File: src/design/lvt_cfg.svh
/*
  Timing counts, widths and limits of the eight-port video link.
  Assumes a 20 MHz system clock; included by its bare name.
*/
`ifndef LVT_CFG_SVH
`define LVT_CFG_SVH

// ********************************************************************
// Link shape
// ********************************************************************
`define LVT_PORTS 8
`define LVT_CH_W 8
`define LVT_PIX_W 24
`define LVT_WORD_W 192
`define LVT_HALF_PIX 1280
`define LVT_FIFO_DEPTH 8

// ********************************************************************
// Line and frame timing, in pixel clocks and line periods
// ********************************************************************
`define LVT_H_ACT 320
`define LVT_H_BLK_MIN 39
`define LVT_H_BLK_TYP 40
`define LVT_H_BLK_MAX 703
`define LVT_LINE_MIN 359
`define LVT_LINE_TYP 360
`define LVT_LINE_MAX 1023
`define LVT_V_ACT 1440
`define LVT_V_BLK_MIN 12
`define LVT_V_BLK_TYP 41
`define LVT_V_BLK_MAX 6752
`define LVT_FRAME_MIN 1452
`define LVT_FRAME_TYP 1481
`define LVT_FRAME_MAX 8192

// ********************************************************************
// Rates, spread spectrum and power-down
// ********************************************************************
`define LVT_FV_MIN_HZ 30
`define LVT_FV_TYP_HZ 120
`define LVT_FV_MAX_HZ 145
`define LVT_FV_BEST_MIN_HZ 119
`define LVT_FCLK_MIN_MHZ 25
`define LVT_FCLK_TYP_MHZ 64
`define LVT_FCLK_MAX_MHZ 90
`define LVT_SSC_DEV_PCT 3
`define LVT_SSC_MOD_KHZ 200
`define LVT_T5_MAX_MS 50
`define LVT_T5_REC_MS 0
`define LVT_T6_MAX_MS 150

// ********************************************************************
// Clocks of this implementation
// ********************************************************************
`define LVT_SYS_NS 50
`define LVT_LINK_NS 400
`define LVT_DIV (`LVT_LINK_NS / `LVT_SYS_NS)
`define LVT_DIV_W 3

`endif

File: src/design/lvt_pkg.sv
/*
  Types of the video link, used by the source end only.
  Assumes lvt_cfg.svh is compiled alongside.
*/
package lvt_pkg;

  // ******************************************************************
  // Pixel and state types
  // ******************************************************************
  // Unsigned gray levels per channel, bit 7 the most significant.
  typedef struct packed {
    logic [7:0] r;
    logic [7:0] g;
    logic [7:0] b;
  } lvt_pixel_t;

  typedef enum logic [1:0] {
    LVT_ST_OFF = 2'b01,
    LVT_ST_RUN = 2'b10
  } lvt_src_st_t;

endpackage

File: src/design/lvt_if.sv
/*
  Carrier joining the video source and the panel input.
  Assumes the source end drives the lanes and the panel drives polarity.
*/
`timescale 1ns/1ps
interface lvt_if;

  // ******************************************************************
  // Driven by the source
  // ******************************************************************
  logic [7:0] clk_tx;
  logic [7:0] de_tx;
  logic [191:0] dat_tx;
  logic lvds_oe;
  logic stereo_tx;
  logic stereo_oe;

  // ******************************************************************
  // Levels seen at the panel
  // ******************************************************************
  logic [7:0] clk_w;
  logic [7:0] de_w;
  logic [191:0] dat_w;
  logic stereo_w;
  logic pol_rx;

  // Undriven lanes are read as low.
  assign clk_w = lvds_oe ? clk_tx : 8'h00;
  assign de_w = lvds_oe ? de_tx : 8'h00;
  assign dat_w = lvds_oe ? dat_tx : 192'h0;
  // The weak internal pulldown makes a floating stereo pin low.
  assign stereo_w = stereo_oe ? stereo_tx : 1'b0;

  modport src (
    output clk_tx, de_tx, dat_tx, lvds_oe, stereo_tx, stereo_oe,
    input pol_rx
  );
  modport dev (
    input clk_w, de_w, dat_w, stereo_w,
    output pol_rx
  );

endinterface

File: src/design/lvt_src.sv
/*
  Video source end: drains eight-pixel words from a FIFO onto the
  eight link ports with line and frame blanking, makes the link clock.
  Assumes the user pushes words in pixel order and the panel end
  answers with the polarity index.
*/
// What this block does
// - Channels are unsigned eight-bit gray levels.
// - Green field runs bit 7 down to 0.
// - Blue field runs bit 7 down to 0.
// - Every frame carries ACTIVE_LINES active lines, 1440 by default.
// - Vertical blanking is 12 to 6752 lines.
// - Frame period is ACTIVE_LINES plus 12 to 6752 lines; 1452 to 8192 by default.
// - Frame rate should be 30 to 145 Hz; the scaled 2.5 MHz link clock gives about 4.7 Hz.
// - Line period is 359 to 1023 clocks.
// - Active line is exactly 320 pixel clocks.
// - Horizontal blanking is 39 to 703 clocks.
// - Pixel clock should be 25 to 90 MHz; this model runs it at 2.5 MHz.
// - Rate times line times frame below maximum.
// - Prefer frame rates of 119 to 145 Hz; the scaled model runs at about 4.7 Hz.
// - Spread spectrum deviates at most three percent.
// - Spread modulation at most 200 kHz.
// - Polarity index flips per one or two frames.
// - Stereo pin floats low via weak pulldown.
// - Lanes high impedance while supply off.
// - Lanes high impedance during power-down intervals.
// - Make the first power-down interval zero.
// - Dimming pulses follow the frame rate.
// - Ports interleave pixels modulo four per half.
`timescale 1ns/1ps
`include "lvt_cfg.svh"
module lvt_src #(
  parameter int LINE_BLANK = `LVT_H_BLK_TYP,
  parameter int FRAME_BLANK = `LVT_V_BLK_TYP,
  parameter int ACTIVE_LINES = `LVT_V_ACT
) (
  // Clock and reset
  input wire logic clk_sys,
  input wire logic rst,
  // Pixel words from the user
  input wire logic in_valid,
  output logic in_ready,
  input wire logic [191:0] in_data,
  // Panel control
  input wire logic panel_power_on,
  input wire logic stereo_on,
  // Status
  output logic frame_sync_q,
  output logic underrun_q,
  output logic polarity_q,
  // Link
  lvt_if.src lnk
);

  // ******************************************************************
  // Timing limits
  // ******************************************************************
  function automatic int clamp(int v, int lo, int hi);
    clamp = (v < lo) ? lo : ((v > hi) ? hi : v);
  endfunction

  // Blanking is held inside its legal span whatever is asked.
  localparam int HBLK = clamp(LINE_BLANK, `LVT_H_BLK_MIN,
                              `LVT_H_BLK_MAX);
  // Vertical blanking likewise.
  localparam int VBLK = clamp(FRAME_BLANK, `LVT_V_BLK_MIN,
                              `LVT_V_BLK_MAX);
  // Line period is active plus blanking.
  localparam logic [9:0] H_LAST = 10'(`LVT_H_ACT + HBLK - 1);
  // Frame period is active lines plus blanking.
  localparam logic [12:0] V_LAST = 13'(ACTIVE_LINES + VBLK - 1);
  localparam logic [9:0] H_ACT = 10'(`LVT_H_ACT);
  localparam logic [12:0] V_ACT = 13'(ACTIVE_LINES);
  localparam logic [2:0] DIV_LAST = 3'(`LVT_DIV - 1);
  localparam logic [2:0] DIV_HALF = 3'(`LVT_DIV / 2);

  // ******************************************************************
  // Power state
  // ******************************************************************
  lvt_pkg::lvt_src_st_t st_q;
  lvt_pkg::lvt_src_st_t st_d;

  always_comb begin
    st_d = st_q;
    case (st_q)
      lvt_pkg::LVT_ST_OFF: begin
        if (panel_power_on) begin
          st_d = lvt_pkg::LVT_ST_RUN;
        end
      end
      lvt_pkg::LVT_ST_RUN: begin
        // Dropping at once keeps the first power-down gap at zero.
        if (!panel_power_on) begin
          st_d = lvt_pkg::LVT_ST_OFF;
        end
      end
      default: begin
        st_d = lvt_pkg::LVT_ST_OFF;
      end
    endcase
  end

  wire run = st_q == lvt_pkg::LVT_ST_RUN;

  // ******************************************************************
  // Link clock divider
  // ******************************************************************
  // A fixed divider has no spread, well inside the deviation
  // and modulation limits.
  // The rate here is a scaled model; a real link clock must sit in
  // its legal band, and with it the product of rate, line and frame
  // periods stays below the maximum.
  logic [2:0] div_q;
  logic [2:0] div_d;
  logic clk_q;

  assign div_d = (div_q == DIV_LAST || !run) ? 3'h0 : div_q + 3'h1;
  wire tick = run && div_q == DIV_LAST;

  // ******************************************************************
  // Raster position
  // ******************************************************************
  logic [9:0] h_q;
  logic [12:0] v_q;
  logic [9:0] h_d;
  logic [12:0] v_d;

  wire h_end = h_q == H_LAST;
  wire v_end = v_q == V_LAST;
  assign h_d = h_end ? 10'h000 : h_q + 10'h001;
  assign v_d = !h_end ? v_q : (v_end ? 13'h0000 : v_q + 13'h0001);

  // Active for exactly 320 clocks of each of the active lines,
  // and so a frame rate set only by the clock and periods.
  // Chosen periods give the frame rate band and, at the typical
  // clock, the preferred one.
  wire active = h_q < H_ACT && v_q < V_ACT;

  // ******************************************************************
  // Pixel FIFO
  // ******************************************************************
  logic f_valid;
  logic [191:0] f_data;
  wire pop = tick & active & f_valid;

  lvt_fifo #(
    .W(`LVT_WORD_W),
    .DEPTH(`LVT_FIFO_DEPTH)
  ) u_fifo (
    .clk_sys(clk_sys),
    .rst(rst),
    .in_valid(in_valid),
    .in_ready(in_ready),
    .in_data(in_data),
    .out_valid(f_valid),
    .out_ready(pop),
    .out_data(f_data)
  );

  // ******************************************************************
  // Polarity index from the panel
  // ******************************************************************
  logic [2:0] pol_s_q;

  // ******************************************************************
  // Link and status registers
  // ******************************************************************
  logic [7:0] de_q;
  logic [191:0] dat_q;
  logic oe_q;
  logic st_en_q;

  always_ff @(posedge clk_sys or posedge rst) begin
    if (rst) begin
      st_q <= lvt_pkg::LVT_ST_OFF;
      div_q <= 3'h0;
      clk_q <= 1'b0;
      oe_q <= 1'b0;
      st_en_q <= 1'b0;
    end else begin
      st_q <= st_d;
      div_q <= div_d;
      // Data moves at the low phase; the rising edge is mid-bit.
      clk_q <= run && div_d >= DIV_HALF;
      // Lanes released while the supply is off or going down.
      oe_q <= st_d == lvt_pkg::LVT_ST_RUN;
      st_en_q <= stereo_on;
    end
  end

  always_ff @(posedge clk_sys or posedge rst) begin
    if (rst) begin
      h_q <= 10'h000;
      v_q <= 13'h0000;
    end else if (!run) begin
      h_q <= 10'h000;
      v_q <= 13'h0000;
    end else if (tick) begin
      h_q <= h_d;
      v_q <= v_d;
    end
  end

  // Word lane p carries pixel 4k+p+1 of its half: lanes 0 to 3 the
  // left half, lanes 4 to 7 from pixel 1281 on.
  // Each lane is red, then green and blue, bit 7 first.
  // An empty FIFO sends black rather than stalling the raster.
  always_ff @(posedge clk_sys or posedge rst) begin
    if (rst) begin
      de_q <= 8'h00;
      dat_q <= 192'h0;
      underrun_q <= 1'b0;
    end else if (!run) begin
      de_q <= 8'h00;
      dat_q <= 192'h0;
    end else if (tick) begin
      de_q <= active ? 8'hff : 8'h00;
      dat_q <= pop ? f_data : 192'h0;
      underrun_q <= underrun_q | (active & ~f_valid);
    end
  end

  // One pulse per frame so backlight dimming can lock to it.
  always_ff @(posedge clk_sys or posedge rst) begin
    if (rst) begin
      frame_sync_q <= 1'b0;
    end else begin
      frame_sync_q <= tick && h_q == 10'h000 && v_q == 13'h0000;
    end
  end

  // Three stages; a change counts once the last two agree.
  always_ff @(posedge clk_sys or posedge rst) begin
    if (rst) begin
      pol_s_q <= 3'h0;
      polarity_q <= 1'b0;
    end else begin
      pol_s_q <= {pol_s_q[1:0], lnk.pol_rx};
      if (pol_s_q[1] == pol_s_q[2]) begin
        polarity_q <= pol_s_q[2];
      end
    end
  end

  assign lnk.clk_tx = {8{clk_q}};
  assign lnk.de_tx = de_q;
  assign lnk.dat_tx = dat_q;
  assign lnk.lvds_oe = oe_q;
  assign lnk.stereo_tx = st_en_q;
  assign lnk.stereo_oe = oe_q;

endmodule

File: src/design/lvt_fifo.sv
/*
  Word FIFO with valid and ready on both sides, flip-flop storage.
  Assumes DEPTH is a power of two and one clock domain.
*/
`timescale 1ns/1ps
module lvt_fifo #(
  parameter int W = 192,
  parameter int DEPTH = 8
) (
  // Clock and reset
  input wire logic clk_sys,
  input wire logic rst,
  // Filling side
  input wire logic in_valid,
  output logic in_ready,
  input wire logic [W-1:0] in_data,
  // Draining side
  output logic out_valid,
  input wire logic out_ready,
  output logic [W-1:0] out_data
);

  localparam int AW = $clog2(DEPTH);

  logic [W-1:0] mem_q [DEPTH];
  logic [AW-1:0] wp_q;
  logic [AW-1:0] rp_q;
  logic [AW:0] cnt_q;
  logic [AW:0] cnt_d;
  logic rdy_q;
  logic val_q;

  wire push = in_valid & rdy_q;
  wire pop = val_q & out_ready;

  assign cnt_d = cnt_q + {{AW{1'b0}}, push} - {{AW{1'b0}}, pop};
  assign in_ready = rdy_q;
  assign out_valid = val_q;
  assign out_data = mem_q[rp_q];

  always_ff @(posedge clk_sys or posedge rst) begin
    if (rst) begin
      wp_q <= '0;
      rp_q <= '0;
      cnt_q <= '0;
      rdy_q <= 1'b0;
      val_q <= 1'b0;
    end else begin
      wp_q <= wp_q + AW'(push);
      rp_q <= rp_q + AW'(pop);
      cnt_q <= cnt_d;
      rdy_q <= cnt_d != (AW+1)'(DEPTH);
      val_q <= cnt_d != '0;
    end
  end

  // Storage has no reset; only written words are ever read.
  always_ff @(posedge clk_sys) begin
    if (push) begin
      mem_q[wp_q] <= in_data;
    end
  end

endmodule

File: src/flat_wrapper.sv
// flat-port wrapper written by rule: the top's interface ports become plain ports
module lvt_src_flat 
#(
  parameter int LINE_BLANK = `LVT_H_BLK_TYP,
  parameter int FRAME_BLANK = `LVT_V_BLK_TYP,
  parameter int ACTIVE_LINES = `LVT_V_ACT
)
  (clk_sys, rst, in_valid, in_ready, in_data, panel_power_on, stereo_on, frame_sync_q, underrun_q, polarity_q, lnk_clk_tx, lnk_de_tx, lnk_dat_tx, lnk_lvds_oe, lnk_stereo_tx, lnk_stereo_oe, lnk_pol_rx);
  lvt_if lnk_i ();
  input wire logic clk_sys;
  input wire logic rst;
  input wire logic in_valid;
  output logic in_ready;
  input wire logic [191:0] in_data;
  input wire logic panel_power_on;
  input wire logic stereo_on;
  output logic frame_sync_q;
  output logic underrun_q;
  output logic polarity_q;
  output wire logic [$bits(lnk_i.clk_tx)-1:0] lnk_clk_tx;
  output wire logic [$bits(lnk_i.de_tx)-1:0] lnk_de_tx;
  output wire logic [$bits(lnk_i.dat_tx)-1:0] lnk_dat_tx;
  output wire logic [$bits(lnk_i.lvds_oe)-1:0] lnk_lvds_oe;
  output wire logic [$bits(lnk_i.stereo_tx)-1:0] lnk_stereo_tx;
  output wire logic [$bits(lnk_i.stereo_oe)-1:0] lnk_stereo_oe;
  input wire logic [$bits(lnk_i.pol_rx)-1:0] lnk_pol_rx;
  assign lnk_clk_tx = lnk_i.clk_tx;
  assign lnk_de_tx = lnk_i.de_tx;
  assign lnk_dat_tx = lnk_i.dat_tx;
  assign lnk_lvds_oe = lnk_i.lvds_oe;
  assign lnk_stereo_tx = lnk_i.stereo_tx;
  assign lnk_stereo_oe = lnk_i.stereo_oe;
  assign lnk_i.pol_rx = lnk_pol_rx;
  lvt_src #(.LINE_BLANK(LINE_BLANK), .FRAME_BLANK(FRAME_BLANK), .ACTIVE_LINES(ACTIVE_LINES)) u_core (.clk_sys(clk_sys), .rst(rst), .in_valid(in_valid), .in_ready(in_ready), .in_data(in_data), .panel_power_on(panel_power_on), .stereo_on(stereo_on), .frame_sync_q(frame_sync_q), .underrun_q(underrun_q), .polarity_q(polarity_q), .lnk(lnk_i));
endmodule
File: config.mk
export PLATFORM = sky130hd
export DESIGN_NAME = lvt_src_flat
export DESIGN_NICKNAME = d
export VERILOG_FILES = /design/src/design/lvt_pkg.sv /design/src/design/lvt_if.sv /design/src/design/lvt_src.sv /design/src/design/lvt_fifo.sv /design/src/flat_wrapper.sv
export VERILOG_INCLUDE_DIRS = /design/src /design/src/design
export SDC_FILE = /design/constraint.sdc
export NUM_CORES = 2
export LEC_CHECK = 0
export ABC_AREA = 1
export BUFFER_PORTS_ARGS = -buffer_cell sky130_fd_sc_hd__buf_2
export CAP_MARGIN = 20
export CELL_PAD_IN_SITES_DETAIL_PLACEMENT = 0
export CELL_PAD_IN_SITES_GLOBAL_PLACEMENT = 1
export CORE_ASPECT_RATIO = 0.75
export CORE_UTILIZATION = 53
export CTS_CLUSTER_DIAMETER = 80
export DETAILED_ROUTE_END_ITERATION = 8
export PLACE_DENSITY = 0.95
export SYNTH_ARGS = -nofsm -noshare
export SYNTH_HDL_FRONTEND = slang
export SYNTH_SLANG_ARGS = --single-unit
export TNS_END_PERCENT = 30
File: constraint.sdc
create_clock -name clk_sys -period 16.1 [get_ports clk_sys]
set_input_delay 0.805 -clock clk_sys [delete_from_list [all_inputs] [get_ports clk_sys]]
set_output_delay 0.805 -clock clk_sys [all_outputs]
set_load 0.1 [all_outputs]
# After elaboration in Yosys (flattened, before gate mapping)
# Memory sizes are Yosys's and may differ from the RTL's.
# Cells that the tools add are included.
# totals
regBits	249
ramBits	1536
in_bits	198
output_inout_bits	215
elab_cells	77
memories	1
# op_classes
n_addsub	7
n_lt_le_gt_ge	3
eq_ne	10
muxes	19
n_bitwise	7
n_reduce_logical	12
# memory_table
name	depth	width	rd	rd_clocked_by_memory_dff	write_ports	line_no	text
u_core.u_fifo.mem_q	8	192	1	0	1	lvt_fifo.sv:25	logic [W-1:0] mem_q [DEPTH];
# op_table
op	count
$mux W192	3
$mux W13	4
$mux W10	3
$mux W8	3
$add A13 B1 Y13 const B	1
$eq A13 B11 Y1 const B	1
$logic_not A13 Y1	1
$lt A13 B11 Y1 const B	1
$add A10 B1 Y10 const B	1
$eq A10 B9 Y1 const B	1
$logic_not A10 Y1	1
$lt A10 B9 Y1 const B	1
$add A3 B1 Y3	2
$and A1 B1 Y1	5
$logic_and A1 B1 Y1	5
$add A4 B1 Y4	1
$eq A2 B2 Y1 const B	2
$mux W2	2
$ne A2 B2 Y1 const B	2
$ne A4 B4 Y1 const B	1
$pmux W2 S2	1
$reduce_and A2 Y1	2
$reduce_bool A4 Y1	1
$sub A4 B1 Y4	1
11 further kinds	12

# Logic depth before layout (Yosys ltp)
# logic_depth
ltp_word	7
ltp_mapped	16
mapped_depth_nobuf	14

# Hierarchy
# A second synthesis with hierarchy kept.
# unflattened
hier_cells	7814
hier_area_um2	76976.3
# by_module_without_submodules
module	n_inst	cells_per_inst	area_per_inst_um2	seq_area_each_um2
lvt_fifo	1	6708	67482.2	46424.5
lvt_src	1	1106	9494.1	5756.8

# Worst setup path after synthesis
# Ideal clock, no wire load.
# synth_path
kind	flip-flop to flip-flop
startpoint	reg u_core.u_fifo.rdy_q (netlist: u_core.u_fifo.in_ready)
endpoint	mem u_core.u_fifo.mem_q[0][0], enable pin
setup_time_ns	0.747
t_arrival_ns	9.405
required_time_ns	15.353
path_slack_ns	5.948
stages_incl_launch_ff	4
n_path_buf	0
synth_period_minus_slack_ns	10.152
path_cell_list	dfrtp_1 nand2_1 or2_2 nor2_1
# synth_between
elab_chain_len	3
# synth_lines
item	line_no	text
start, declared	lvt_fifo.sv:30	logic rdy_q;
start signal, assigned	lvt_fifo.sv:52	rdy_q <= cnt_d != (AW+1)'(DEPTH);
$and A1 B1 Y1	lvt_fifo.sv:33	wire push = in_valid & rdy_q;
$mux W1	lvt_fifo.sv:59	if (push) begin
$mux W1 (not written as such)	lvt_fifo.sv:60	mem_q[wp_q] <= in_data;
end, declared	lvt_fifo.sv:25	
# Every way passes these cells.

# Worst setup path in the final report
# layout_path
startpoint	reg u_core.u_fifo.rp_q[0]
endpoint	reg u_core.dat_q[113] (netlist: u_core.lnk.dat_tx[113])
# layout_between
elab_chain_len	4
# layout_lines
item	line_no	text
start, declared	lvt_fifo.sv:27	logic [AW-1:0] rp_q;
start signal, assigned	lvt_fifo.sv:50	rp_q <= rp_q + AW'(pop);
$mem_v2 Z8 W192	-	
$mux W192	lvt_src.sv:218	dat_q <= pop ? f_data : 192'h0;
$mux W192	lvt_src.sv:216	end else if (tick) begin
$mux W192	lvt_src.sv:213	end else if (!run) begin
end signal, assigned	lvt_src.sv:218	
end, declared	lvt_src.sv:169	logic [191:0] dat_q;
# Every way passes these cells. The select of a mux whose other input is x is not followed.
# A chain may end at the register's enable or synchronous reset.

==> key figures <==
Pwr
  • Pwr dens: 134 nW/µm²
  • Reg power frac: 54.6%
  • Clock power frac: 36.8%
  • Peak supply drop: 0.111 mV
  • Sw Ratio: 23.9%
  • Leak pwr: 30.0 nW
  • Psw: 0.00251 W
  • Int Power: 0.00801 W
  • Comb pwr share: 8.6%
  • Post-layout power: 0.0105 W

STA
  • Final Hold Viols: 0
  • TNS Setup: 0 ns
  • Min Clock Period, post-route: 5.27 ns
  • Final setup violating endpoints: 0
  • RSZ-0062 raised after global routing: false
  • Worst-margin pin slew: 1.45 ns
  • Hold Slack: 0.0947 ns
  • Fmax: 190 MHz
  • Worst slew margin: 3.62%
  • Max Slew Vio Count: 0
  • Clk_skew: 0.0221 ns
  • Final period util: 32.7%

Hold path
  • HP Class: input pin to asynchronous set/reset pin

Die
  • Number of I/O pins: 413
  • # rows: 115
  • Die Y-Extent: 317 µm
  • Die width: 422 µm
  • Die area: 133,000 µm²
  • Initial core utilization: 53.4%
  • Area of the core region: 131,000 µm²

Global route
  • Gr ovfl total: 0
  • Total GRT Usage: 24.7%
  • Initial antenna violation count: 36
  • First-pass GRT wire length: 252,000 µm
  • Number of global-route vias before repair: 42.5k
  • Maximum number of pins on one net before global-route repair: 239

Route
  • Final antenna-violating net count: 0
  • Detailed Route WL: 166,000 µm
  • WL per Instance: 21.1 µm
  • Via-per-instance ratio: 5.64
  • Via count: 44.4k
  • Residual DRC count: 0
  • DR iter-0 viols: 4,854
  • DRT Pass-1 Iters: 6

Critical path
  • Buf+Inv Stages, Crit Path: 4
  • Peak per-stage delay on the critical path: 0.93 ns
  • Most common cell on crit path: buf_4
  • Worst path required time: 16.82 ns
  • Crit Path Category: flip-flop to flip-flop
  • CP Launch Type: flip-flop
  • Crit path DAT: 5.98 ns
  • CP top delay family: buffers and inverters
  • Max stage delay cell, worst path: buf_4
  • Worst setup EP type: flip-flop
  • Worst path cell trace: buf_4 -> buf_4 -> buf_4 -> buf_4 -> nand2_1 -> nand3_1 -> nand2_1 -> o21a_1 -> o21ai_1
  • CP max FO: 96

Finish
  • Most frequent cells in the layout: 1,986 x nand2_1, 1,536 x edfxtp_1, 989 x nand3_1, 412 x buf_2, 239 x dfrtp_1
  • Layout cells sized above 1: 12.1%
  • Most common cell after layout, fill and taps aside: nand2_1
  • Fin area: 78,400 µm²
  • Final design utilization: 59.8%
  • Nets@finish: 6,175
  • Area Overhead vs Synth: 12.0%

Clock network
  • Worst skew pair latency: 0.82 ns
  • Cts bufs inserted: 165
  • CTS Buffer Depth: 3
  • H-Tree Depth: 4
  • CTS clock-pin slew for the worst setup and hold paths: 0.06 ns
  • # resized after CTS: 0
  • CTS Sinks: 1,778
  • CTS tree: built
  • Root Driver: clkbuf_16
  • Hold_buf cts: 0
  • Post-CTS setup buffer count: 0

Logic synthesis
  • Synth Instances: 5,682
  • YS warnings: 0
  • Mapped Nets: 5,897
  • Register area share after synthesis: 74.6%
  • #FFs+latches synth: 1,778
  • Ys flop type: edfxtp_1
  • Ys async rst share: 13.6%
  • Post-Syn Area per Cell: 12.3 µm²
  • Number of synthesized flops with an enable pin: 1,536
  • Synth unique cells: 34
  • Mapped Area: 70,000 µm²

Placement
  • Input/output buffers: 412
  • Dpl hpwl: 85,700 µm
  • Cell Area, Placed: 72,900 µm²
  • GPL Wtd Cong: 0.794

Flow run
  • Max Cap Viol: 0

Status
  • Outcome: completed
-- metal layers --
layer / vias up / share of wire (%) / GRT usage (%)
li1: 20521 / - / -
met1: 21685 / 40 / 33.3
met2: 1877 / 49 / 40.7
met3: 310 / 7.3 / 3.97
met4: 18 / 2.8 / 9.26
met5: - / 0.075 / 0
-- power groups by stage --
| stage | clock network, W | registers [W] | logic (W) |
|---|---|---|---|
| after floorplan | 0 | 0.00600 | 0.000500 |
| after global placement | 0 | 0.00581 | 0.000892 |
| after detailed placement | 0 | 0.00583 | 0.000912 |
| after CTS | 0.00393 | 0.00574 | 0.000918 |
| after global routing | 0.00411 | 0.00578 | 0.000992 |
| final | 0.00387 | 0.00574 | 0.000909 |
-- final cells by class --
type | instances | area, µm²
Clock inverter | 91 | 795
Sequential cell | 1778 | 52200
Inverter | 53 | 229
Fill cell | 9927 | 52700
Antenna cell | 22 | 55.1
Clock buffer | 219 | 4610
Timing Repair Buffer | 474 | 2600
Tap cell | 1755 | 2200
Multi-Input combinational cell | 3488 | 15700
-- registers in the layout, indices dropped and copies added (netlist names), 2 cells and up --
register             count
u_core.v_q              13
u_core.div_q             3
u_core.st_q              2
u_core.h_q              10
u_core.lnk.dat_tx      192
u_core.u_fifo.rp_q       3
u_core.u_fifo.cnt_q      4
u_core.u_fifo.wp_q       3
u_core.u_fifo.mem_q   1536
u_core.pol_s_q           3
-- worst reg2reg max path, cell delays in order, from the launching register on --
cell and delay, ns:
dfrtp_4 0.91, buf_4 0.76, buf_4 0.83, buf_4 1.02, buf_4 0.91, nand2_1 0.22
nand3_1 0.15, nand2_1 0.08, o21a_1 0.18, o21ai_1 0.12
-- path summary, 6_finish.rpt --
kind / from / end / slack [ns] / cells after the start
worst max-delay path: u_core.u_fifo.rp_q[0] / u_core.lnk.dat_tx[113] / 10.83 / 9
max in group asynchronous: rst / u_core.lnk.dat_tx[141] / 14.54 / 3
worst min register to register: u_core.pol_s_q[0] / u_core.pol_s_q[1] / 0.36 / 0
worst max register to register: u_core.u_fifo.rp_q[0] / u_core.lnk.dat_tx[113] / 10.83 / 9
min in group clk_sys: stereo_on / u_core.lnk.stereo_tx / 0.11 / 1
worst min-delay path: rst / u_core.lnk.dat_tx[25] / 0.09 / 2
-- cell families after synthesis --
family          after synthesis  synth area share [%]
flops                      1778                  74.6
compound gates              410                  3.63
buf+inv                     416                  3.10
fa+ha+maj                    18                 0.329
simple gates               3051                  18.2
xor+xnor                      9                 0.113
-- cells in the mapped netlist, types with 7 or more instances --
master	instances	share of area (%)
a21oi_1	10	0.072
buf_1	20	0.11
buf_2	162	1.2
buf_4	67	0.72
buf_8	9	0.19
clkbuf_1	99	0.53
dfrtp_1	241	8.6
edfxtp_1	1536	66
ha_1	16	0.29
inv_1	50	0.27
nand2_1	1986	11
nand3_1	990	7.1
nand4_1	15	0.13
nor2_1	46	0.25
nor3_1	7	0.050
o21a_1	192	2.1
o21ai_0	14	0.10
o21ai_1	192	1.4
-- stage by stage --
step | instances | worst slack, ns
final | 7880 | 10.83
after global placement | 7548 | 11.08
after CTS | 7858 | 10.95
after global routing | 7879 | 10.51
after floorplan | 5682 | 5.95
after detailed placement | 7548 | 10.97
(Power assumes the default switching activity.)
